--- config.mk ---
export PLATFORM = sky130hd
export DESIGN_NAME = cgl_line_ctrl
export DESIGN_NICKNAME = d
export VERILOG_FILES = /design/src/rtl/cgl_pkg.sv /design/src/rtl/cgl_line_ctrl.sv
export SDC_FILE = /design/constraint.sdc
export NUM_CORES = 1
export LEC_CHECK = 0
export BUFFER_PORTS_ARGS = -buffer_cell sky130_fd_sc_hd__buf_2
export CORE_UTILIZATION = 45
export CTS_BUF_LIST = sky130_fd_sc_hd__clkbuf_16
export DETAILED_ROUTE_END_ITERATION = 12
export MAX_ROUTING_LAYER = met4
export PLACE_DENSITY = 0.68
export SKIP_CTS_REPAIR_TIMING = 1
export SYNTH_ARGS = -nofsm -noshare
export SYNTH_HDL_FRONTEND = slang
export SYNTH_SLANG_ARGS = --single-unit
--- constraint.sdc ---
create_clock -name aclk -period 4.1 [get_ports aclk]
set_clock_uncertainty 0.15 [all_clocks]
set_input_delay 0 -clock aclk [delete_from_list [all_inputs] [get_ports aclk]]
set_output_delay 0 -clock aclk [all_outputs]
set_load 0.02 [all_outputs]
--- src/rtl/cgl_pkg.sv ---
// constants, register map and field layout of the gpio line control block
// assumes a 125 MHz aclk and 32-bit axi4-lite register access
package cgl_pkg;
    localparam int          NLINES      = 4;
    localparam int          AW          = 8;
    localparam int          DW          = 32;
    localparam int          FW          = 16;           // filter width field, us
    // timing
    localparam int          CLK_PER_NS  = 8;
    localparam int          US_NS       = 1000;
    localparam int          US_CYC      = (US_NS + CLK_PER_NS - 1) / CLK_PER_NS;
    localparam logic [6:0]  US_LAST     = 7'(US_CYC - 1);
    // register byte offsets
    localparam logic [AW-1:0] OFF_PICK  = 8'h00;        // pin_index_pick
    localparam logic [AW-1:0] OFF_LCFG  = 8'h04;        // per-line config
    localparam logic [AW-1:0] OFF_LEVEL = 8'h08;        // pin_level, RO
    localparam logic [AW-1:0] OFF_LVEC  = 8'h0c;        // line_level_vector, RO
    localparam logic [AW-1:0] OFF_FKIND = 8'h10;        // filter_kind_pick
    localparam logic [AW-1:0] OFF_FDUR  = 8'h14;        // filter_duration
    localparam logic [AW-1:0] OFF_UPICK = 8'h18;        // soft_out_pick
    localparam logic [AW-1:0] OFF_UVAL  = 8'h1c;        // soft_out_level
    localparam logic [AW-1:0] OFF_UVEC  = 8'h20;        // soft_output_vector
    localparam logic [AW-1:0] OFF_CTYPE = 8'h24;        // circuit_type, RO
    // line config fields
    localparam int          B_DIR       = 0;
    localparam int          B_INV       = 1;
    localparam int          B_AUX       = 2;
    localparam int          B_ORG       = 8;
    localparam int          OW          = 5;            // output_origin width
    // filter kinds
    localparam logic        FK_DEGLITCH = 1'b0;
    localparam logic        FK_DEBOUNCE = 1'b1;
    // output_origin codes
    localparam logic [OW-1:0] ORG_OFF   = 5'h00;
    localparam logic [OW-1:0] ORG_LINE0 = 5'h01;        // 01..04 lines
    localparam logic [OW-1:0] ORG_USER0 = 5'h05;        // 05..08 soft outputs
    localparam logic [OW-1:0] ORG_CNT0  = 5'h09;        // 09..0a counters
    localparam logic [OW-1:0] ORG_LB0   = 5'h0b;        // 0b..0c logic blocks
    localparam logic [OW-1:0] ORG_EXPO  = 5'h0d;
    localparam logic [OW-1:0] ORG_TRIG  = 5'h0e;
    localparam logic [OW-1:0] ORG_PPS   = 5'h0f;
    localparam logic [OW-1:0] ORG_SER   = 5'h10;
    // circuit types
    typedef enum logic [1:0] {
        CGL_CT_TRISTATE = 2'h0,
        CGL_CT_OPTO     = 2'h1,
        CGL_CT_OPENDRN  = 2'h2
    } cgl_ctype_t;
    // per-line build options
    localparam logic [NLINES-1:0] AUX_OK = 4'h4;        // only line 2 has the rail
    localparam logic [7:0]  CTYPES      = {CGL_CT_TRISTATE, CGL_CT_TRISTATE, CGL_CT_OPTO, CGL_CT_OPTO};
    // bus responses
    localparam logic [1:0]  RESP_OK     = 2'h0;
    localparam logic [1:0]  RESP_ERR    = 2'h2;
endpackage

--- src/rtl/cgl_line_ctrl.sv ---
// four-line gpio control: sync, deglitch, debounce, invert, output source mux
// assumes an axi4-lite master on aclk and raw pins from another domain
//
// Design decisions made here: the AXI4-Lite interface to the registers and the placing of the registers.
`timescale 1ns/1ns
module cgl_line_ctrl
    import cgl_pkg::*;
(
    // clock and reset
    input  wire logic              aclk,
    input  wire logic              aresetn,
    // axi4-lite write
    input  wire logic [AW-1:0]     s_axi_awaddr,
    input  wire logic              s_axi_awvalid,
    output logic                   s_axi_awready,
    input  wire logic [DW-1:0]     s_axi_wdata,
    input  wire logic [3:0]        s_axi_wstrb,
    input  wire logic              s_axi_wvalid,
    output logic                   s_axi_wready,
    output logic [1:0]             s_axi_bresp,
    output logic                   s_axi_bvalid,
    input  wire logic              s_axi_bready,
    // axi4-lite read
    input  wire logic [AW-1:0]     s_axi_araddr,
    input  wire logic              s_axi_arvalid,
    output logic                   s_axi_arready,
    output logic [DW-1:0]          s_axi_rdata,
    output logic [1:0]             s_axi_rresp,
    output logic                   s_axi_rvalid,
    input  wire logic              s_axi_rready,
    // connector lines
    input  wire logic [NLINES-1:0] pin_in,
    output logic [NLINES-1:0]      pin_out,
    output logic [NLINES-1:0]      pin_oe,
    output logic [NLINES-1:0]      aux_power_rail_enable,
    // internal sources
    input  wire logic [1:0]        counter_active,
    input  wire logic [1:0]        logic_block_out,
    input  wire logic              exposure_active,
    input  wire logic              trigger_ready,
    input  wire logic              pps_pulse,
    input  wire logic              serial_tx
);
    // configuration registers
    logic [1:0]        pick_r, upick_r;
    logic              fkind_r;
    logic [NLINES-1:0] dir_r, inv_r, aux_r, uo_r, out_r;
    logic [OW-1:0]     org_r [NLINES];
    logic [FW-1:0]     degw_r [NLINES];
    logic [FW-1:0]     debw_r [NLINES];
    // bus state
    logic              aw_full_r, w_full_r, bvalid_r, rvalid_r;
    logic [AW-1:0]     waddr_r;
    logic [DW-1:0]     wdata_r, rdata_r;
    logic [3:0]        wstrb_r;
    logic [1:0]        bresp_r, rresp_r;
    // line path
    logic [NLINES-1:0] s1_r, s2_r, s3_r, stab_r;
    logic [NLINES-1:0] dg_v, db_v, lvl;
    logic [6:0]        pre_r;
    logic              us_tick;

    // address decode shared by read and write
    function automatic logic mapped(input logic [AW-1:0] a);
        mapped = (a[1:0] == 2'h0) && (a <= OFF_CTYPE);
    endfunction

    // read value of a register
    function automatic logic [DW-1:0] rd_word(input logic [AW-1:0] a);
        logic [DW-1:0] v;
        v = '0;
        case ({a[AW-1:2], 2'h0})
            OFF_PICK:  v[1:0] = pick_r;
            OFF_LCFG: begin
                v[B_DIR] = dir_r[pick_r];
                v[B_INV] = inv_r[pick_r];
                v[B_AUX] = aux_r[pick_r];
                v[B_ORG +: OW] = org_r[pick_r];
            end
            OFF_LEVEL: v[0] = lvl[pick_r];
            OFF_LVEC:  v[NLINES-1:0] = lvl;
            OFF_FKIND: v[0] = fkind_r;
            OFF_FDUR:  v[FW-1:0] = (fkind_r == FK_DEBOUNCE) ? debw_r[pick_r] : degw_r[pick_r];
            OFF_UPICK: v[1:0] = upick_r;
            OFF_UVAL:  v[0] = uo_r[upick_r];
            OFF_UVEC:  v[NLINES-1:0] = uo_r;
            OFF_CTYPE: v[1:0] = CTYPES[2*pick_r +: 2];
            default:   v = '0;
        endcase
        rd_word = v;
    endfunction

    // output source selection
    function automatic logic src_pick(input logic [OW-1:0] c, input logic [NLINES-1:0] l);
        logic s;
        s = 1'b0;
        case (c)
            ORG_LINE0, 5'h02, 5'h03, 5'h04: s = l[2'(c - ORG_LINE0)];
            ORG_USER0, 5'h06, 5'h07, 5'h08: s = uo_r[2'(c - ORG_USER0)];
            ORG_CNT0, 5'h0a: s = counter_active[1'(c - ORG_CNT0)];
            ORG_LB0, 5'h0c:  s = logic_block_out[1'(c - ORG_LB0)];
            ORG_EXPO: s = exposure_active;
            ORG_TRIG: s = trigger_ready;
            ORG_PPS:  s = pps_pulse;
            ORG_SER:  s = serial_tx;
            default:  s = 1'b0;
        endcase
        src_pick = s;
    endfunction

    // bus handshake and write merge
    wire           do_write = aw_full_r && w_full_r && !bvalid_r;
    wire [DW-1:0]  bmask = {{8{wstrb_r[3]}}, {8{wstrb_r[2]}}, {8{wstrb_r[1]}}, {8{wstrb_r[0]}}};
    wire [DW-1:0]  wv = (rd_word(waddr_r) & ~bmask) | (wdata_r & bmask);
    wire [AW-1:0]  wa = {waddr_r[AW-1:2], 2'h0};
    wire           ar_go = s_axi_arvalid && s_axi_arready;
    assign s_axi_awready = !aw_full_r && !bvalid_r;
    assign s_axi_wready  = !w_full_r && !bvalid_r;
    assign s_axi_arready = !rvalid_r;
    assign s_axi_bvalid  = bvalid_r;
    assign s_axi_bresp   = bresp_r;
    assign s_axi_rvalid  = rvalid_r;
    assign s_axi_rdata   = rdata_r;
    assign s_axi_rresp   = rresp_r;

    // write channel capture and response
    always_ff @(posedge aclk) begin
        if (!aresetn) begin
            aw_full_r <= 1'b0;
            w_full_r  <= 1'b0;
            bvalid_r  <= 1'b0;
            bresp_r   <= RESP_OK;
            waddr_r   <= '0;
            wdata_r   <= '0;
            wstrb_r   <= '0;
        end else begin
            if (s_axi_awvalid && s_axi_awready) begin
                aw_full_r <= 1'b1;
                waddr_r   <= s_axi_awaddr;
            end
            if (s_axi_wvalid && s_axi_wready) begin
                w_full_r <= 1'b1;
                wdata_r  <= s_axi_wdata;
                wstrb_r  <= s_axi_wstrb;
            end
            if (do_write) begin
                aw_full_r <= 1'b0;
                w_full_r  <= 1'b0;
                bvalid_r  <= 1'b1;
                bresp_r   <= mapped(waddr_r) ? RESP_OK : RESP_ERR;
            end else if (bvalid_r && s_axi_bready) begin
                bvalid_r <= 1'b0;
            end
        end
    end

    // read channel
    always_ff @(posedge aclk) begin
        if (!aresetn) begin
            rvalid_r <= 1'b0;
            rdata_r  <= '0;
            rresp_r  <= RESP_OK;
        end else if (ar_go) begin
            rvalid_r <= 1'b1;
            rdata_r  <= rd_word(s_axi_araddr);
            rresp_r  <= mapped(s_axi_araddr) ? RESP_OK : RESP_ERR;
        end else if (s_axi_rready) begin
            rvalid_r <= 1'b0;
        end
    end

    // configuration writes, per-line fields reached through the pick
    always_ff @(posedge aclk) begin
        if (!aresetn) begin
            pick_r  <= '0;
            upick_r <= '0;
            fkind_r <= FK_DEGLITCH;
            dir_r   <= '0;
            inv_r   <= '0;
            aux_r   <= '0;
            uo_r    <= '0;
            for (int k = 0; k < NLINES; k++) begin
                org_r[k]  <= ORG_OFF;
                degw_r[k] <= '0;
                debw_r[k] <= '0;
            end
        end else if (do_write) begin
            case (wa)
                OFF_PICK:  pick_r <= wv[1:0];
                OFF_LCFG: begin
                    dir_r[pick_r] <= wv[B_DIR];
                    inv_r[pick_r] <= wv[B_INV];
                    aux_r[pick_r] <= wv[B_AUX] & AUX_OK[pick_r];
                    org_r[pick_r] <= wv[B_ORG +: OW];
                end
                OFF_FKIND: fkind_r <= wv[0];
                OFF_FDUR: begin
                    if (fkind_r == FK_DEBOUNCE)
                        debw_r[pick_r] <= wv[FW-1:0];
                    else
                        degw_r[pick_r] <= wv[FW-1:0];
                end
                OFF_UPICK: upick_r <= wv[1:0];
                OFF_UVAL:  uo_r[upick_r] <= wv[0];
                OFF_UVEC:  uo_r <= wv[NLINES-1:0];
                default: ;
            endcase
        end
    end

    // pin synchroniser; a change counts once stages two and three agree
    always_ff @(posedge aclk) begin
        if (!aresetn) begin
            s1_r   <= '0;
            s2_r   <= '0;
            s3_r   <= '0;
            stab_r <= '0;
        end else begin
            s1_r   <= pin_in;
            s2_r   <= s1_r;
            s3_r   <= s2_r;
            stab_r <= (s2_r & ~(s2_r ^ s3_r)) | (stab_r & (s2_r ^ s3_r));
        end
    end

    // one pulse per microsecond
    assign us_tick = (pre_r == US_LAST);
    always_ff @(posedge aclk) begin
        if (!aresetn)
            pre_r <= '0;
        else
            pre_r <= us_tick ? 7'h00 : pre_r + 7'h01;
    end

    // per-line filters and output drive
    for (genvar i = 0; i < NLINES; i++) begin : gl
        logic          dg_r, db_r;
        logic [FW-1:0] dgc_r, hold_r;
        // deglitch: w+1 free-running ticks, or at once when w is 0, so a pulse of w us or less never passes
        always_ff @(posedge aclk) begin
            if (!aresetn) begin
                dg_r  <= 1'b0;
                dgc_r <= '0;
            end else if (stab_r[i] == dg_r) begin
                dgc_r <= '0;
            end else if (dgc_r > degw_r[i] || degw_r[i] == '0) begin
                dg_r  <= stab_r[i];
                dgc_r <= '0;
            end else if (us_tick) begin
                dgc_r <= dgc_r + 16'h0001;
            end
        end
        // debounce: first edge passes, then hold off for the width
        always_ff @(posedge aclk) begin
            if (!aresetn) begin
                db_r   <= 1'b0;
                hold_r <= '0;
            end else if (hold_r == '0) begin
                if (dg_r != db_r) begin
                    db_r   <= dg_r;
                    hold_r <= debw_r[i];
                end
            end else if (us_tick) begin
                hold_r <= hold_r - 16'h0001;
            end
        end
        // registered drive breaks loops between looped-back lines
        always_ff @(posedge aclk) begin
            if (!aresetn)
                out_r[i] <= 1'b0;
            else
                out_r[i] <= src_pick(org_r[i], lvl) ^ inv_r[i];
        end
        assign dg_v[i] = dg_r;
        assign db_v[i] = db_r;
        assign lvl[i]  = dir_r[i] ? out_r[i] : (db_r ^ inv_r[i]);
    end

    // pin drive
    assign pin_out = out_r & dir_r;
    assign pin_oe  = dir_r;
    assign aux_power_rail_enable = aux_r;
endmodule // cgl_line_ctrl

==> flow_metrics.py <==
metrics = {
    "run_status": {
        "status": "finished with violations",
        "violations": "negative hold slack",
    },
    "clocking": {
        "cts_root_buf": "clkbuf_16",
        "tritoncts": "done",
        "clock_latency_ns": 0.58,
        "clkSlewWorstSetupHoldPaths_ns": 0.06,
        "cts.sinks": 382,
        "cts_htree_levels": 2,
        "clock_path_buffers": 3,
        "numCtsBuffers": 41,
    },
    "min_path": {
        "min_path_type": "input port to register",
        "min_to": "out_r[0]$_SDFF_PN0_",
        "min-delay-start": "exposure_active",
        "hold_path_depth": 6,
    },
    "drt": {
        "drt_iter0_drc": 2024,
        "wl_met3_microns": 5820,
        "firstDrtPassIters": 6,
        "via_per_inst": 6.03,
        "wire_per_inst_microns": 20.8,
        "wl_met1_microns": 26300,
        "highest_layer": "met4",
        "ant_nets": 0,
        "drc": 0,
        "vias": 18400,
        "drt_wl_total_microns": 63500,
        "met2_length_microns": 29100,
    },
    "sta": {
        "min_period_over_period": 0.916,
        "slew_headroom": 0.191,
        "setup_viol": 0,
        "max_freq_ghz": 0.266,
        "hold_viol": 2,
        "rsz0062_at_grt": "no",
        "hold_ws_ns": -0.00775,
        "tightest_slew_ns": 1.21,
        "period_minus_slack_ns": 3.75,
        "tns_ns": 0,
        "report.final.slew_viol_count": 0,
    },
    "placed_design": {
        "dpl.hpwl_microns": 45600,
        "place_area_sq_um": 21900,
        "gp_congestion": 0.937,
        "port_buffers": 87,
    },
    "critical_path": {
        "slowest_stage": "nand2_1",
        "r2r-start": "s_axi_rvalid$_SDFFE_PN0P_",
        "start_kind": "register",
        "worstPathRequired_ns": 4.40,
        "worstSetupPathType": "register to register",
        "path_cells": "inv_1 > nand2_1 > nor3_1 > dlygate4sd3_1 > a22o_1 > dlygate4sd3_1 > o311a_1 > dlygate4sd3_1",
        "critPathMaxFanout": 25,
        "rr_worst_depth": 8,
        "critPathCaptureType": "register",
        "slowest_delay_ns": 0.81,
        "crit_top_cell": "dlygate4sd3_1",
        "r2r-end": "s_axi_rdata[0]$_SDFFE_PN0P_",
        "rrSetupSlack_ns": 0.35,
        "cp.arrival_ns": 4.05,
        "crit_start": "s_axi_rvalid$_SDFFE_PN0P_",
    },
    "global_routing": {
        "track_usage": 0.268,
        "grt.overflow.total": 0,
        "grt_pass1_wl_microns": 96100,
        "grt_max_degree": 56,
        "first_global_vias": 16900,
        "antenna_found_initial": 1,
    },
    "synth": {
        "synth_async_sr_flop_share": 0,
        "avgSynthCellArea_sq_um": 9.19,
        "syn_area_sq_um": 20900,
        "yosysUniqueCellTypes": 74,
        "synth_top_area_share": 0.224,
        "yosys_most_used_dff": "dfxtp_1",
        "synth_seq_cells": 382,
        "synth_area_leaders": "dfxtp_1, edfxtp_1, ha_1",
        "ys_warn_count": 0,
        "synth_cells": 2275,
        "yosys.area.top_type": "dfxtp_1",
        "synth_edf_count": 148,
        "ys_seq_area_frac": 0.436,
    },
    "final_layout": {
        "fin_area_sq_um": 23900,
        "final_common_cell": "nor2_1",
        "drive_gt1_frac": 0.112,
        "nFillCells": 4055,
        "n_antenna_cell": 0,
        "fin_nets": 2577,
        "layout_common_cells": "nor2_1, dfxtp_1, nand2_1",
        "syn2layout_area_growth_pct": 14.3,
        "register_area_sq_um": 9130,
        "multi_input_area_sq_um": 10700,
        "final_util": 0.524,
    },
    "power_and_ir_drop": {
        "p_leak_nw": 9.03,
        "seqPwrFrac": 0.472,
        "intPower_mw": 6.43,
        "comb_power_share": 0.128,
        "p_sw_mw": 2.46,
        "peakVddDrop_v": 0.000315,
        "clkPwrFrac": 0.400,
        "powerDensity_nw_per_um2": 372,
        "switching_share": 0.277,
    },
    "die": {
        "die_x_microns": 218,
        "num_io_pins": 124,
        "core_sq_um": 45600,
        "die_area_sq_um": 47300,
        "die_h_microns": 218,
        "row_count": 78,
        "start_util": 0.459,
    },
    "run": {
        "maxCapViolCount": 0,
    },
}
routing by layer:
layer | track usage | up-vias
met3 | 0.0374 | 140
met5 | - | -
met2 | 0.404 | 933
li1 | - | 8450
met4 | 0.110 | 0
met1 | 0.361 | 8830
critical path: cells and delay by family (launching register included):
| family | cells | cell delay [ns] |
|---|---|---|
| flip-flops | 1 | 0.39 |
| AO/OA/AOI/OAI | 2 | 0.30 |
| AND/OR/NAND/NOR | 2 | 0.97 |
| buffers and inverters | 4 | 1.83 |
logic make-up (layout without fill, tap and decap cells):
| kind of cell | count (synthesis) | after routing | synth area share |
|---|---|---|---|
| simple gates | 895 | 895 | 0.203 |
| xor+xnor | 79 | 79 | 0.0331 |
| flops | 382 | 382 | 0.436 |
| mux | 102 | 102 | 0.0776 |
| other cells | 1 | 18 | 0.000179 |
| fa+ha+maj | 94 | 94 | 0.0562 |
| compound gates | 456 | 456 | 0.140 |
| buf+inv | 266 | 419 | 0.0534 |
worst max-delay path by stage:
| stage | depth (start not counted) | endpoint | slack (ns) |
|---|---|---|---|
| after global routing | 8 | s_axi_rdata[0]$_SDFFE_PN0P_ | 0.25 |
| final | 8 | s_axi_rdata[0]$_SDFFE_PN0P_ | 0.35 |
| after global placement | 7 | uo_r[1]$_SDFFE_PN0P_ | 0.97 |
| after floorplan | 4 | degw_r[0][0]$_SDFFCE_PN0P_ | 0.72 |
| after CTS | 7 | uo_r[1]$_SDFFE_PN0P_ | 0.88 |
| after detailed placement | 7 | uo_r[1]$_SDFFE_PN0P_ | 0.88 |
state kept, by name (all words and copies together), names as in the netlist, 2 cells and up, named ones only:
name	count
debw_r	64
degw_r	64
gl.dgc_r	64
gl.hold_r	64
org_r	20
s_axi_rdata	16
wdata_r	16
waddr_r	8
pre_r	7
aux_power_rail_enable	4
gl.db_r	4
gl.dg_r	4
inv_r	4
out_r	4
pin_oe	4
s1_r	4
s2_r	4
s3_r	4
uo_r	4
pick_r	2
upick_r	2
wstrb_r	2
power by group through the flow:
| stage | combinational, mW | clock [mW] | sequential (mW) |
|---|---|---|---|
| 2_1_floorplan | 0.802 | 0 | 4.21 |
| 3_3_place_gp | 1.02 | 0 | 4.27 |
| 3_5_place_dp | 1.04 | 0 | 4.28 |
| 4_1_cts | 1.05 | 3.58 | 4.20 |
| 5_1_grt | 1.25 | 3.73 | 4.21 |
| 6_report | 1.14 | 3.56 | 4.20 |
Yosys cell counts (all sizes together) (29+ instances only):
cell type,instances
nand2,230
mux2i,44
nand4,39
nand3,50
a21oi,158
edfxtp,148
inv,140
xor2,42
a21o,29
dfxtp,234
nor2,302
o21ai,87
nor3,75
nor4,29
xnor2,37
and2,35
ha,94
mux4,47
clkbuf,74
buf,52
per-stage QoR:
step	total power, mW	std cells	setup slack (ns)
final	8.89	3045	0.345
after detailed placement	5.32	2891	0.877
after CTS	8.83	2967	0.878
after floorplan	5.01	2292	0.721
after global routing	9.19	3045	0.249
after global placement	5.30	2891	0.968
area by class of cell:
cell class | count | area share
clock inverter | 35 | 0.00953
sequential | 382 | 0.382
inverter | 140 | 0.0220
tap | 600 | 0.0314
clock buffer | 41 | 0.0429
multi-input combinational | 1644 | 0.449
timing repair buffer | 203 | 0.0628
Power figures use the tool's default switching activity.
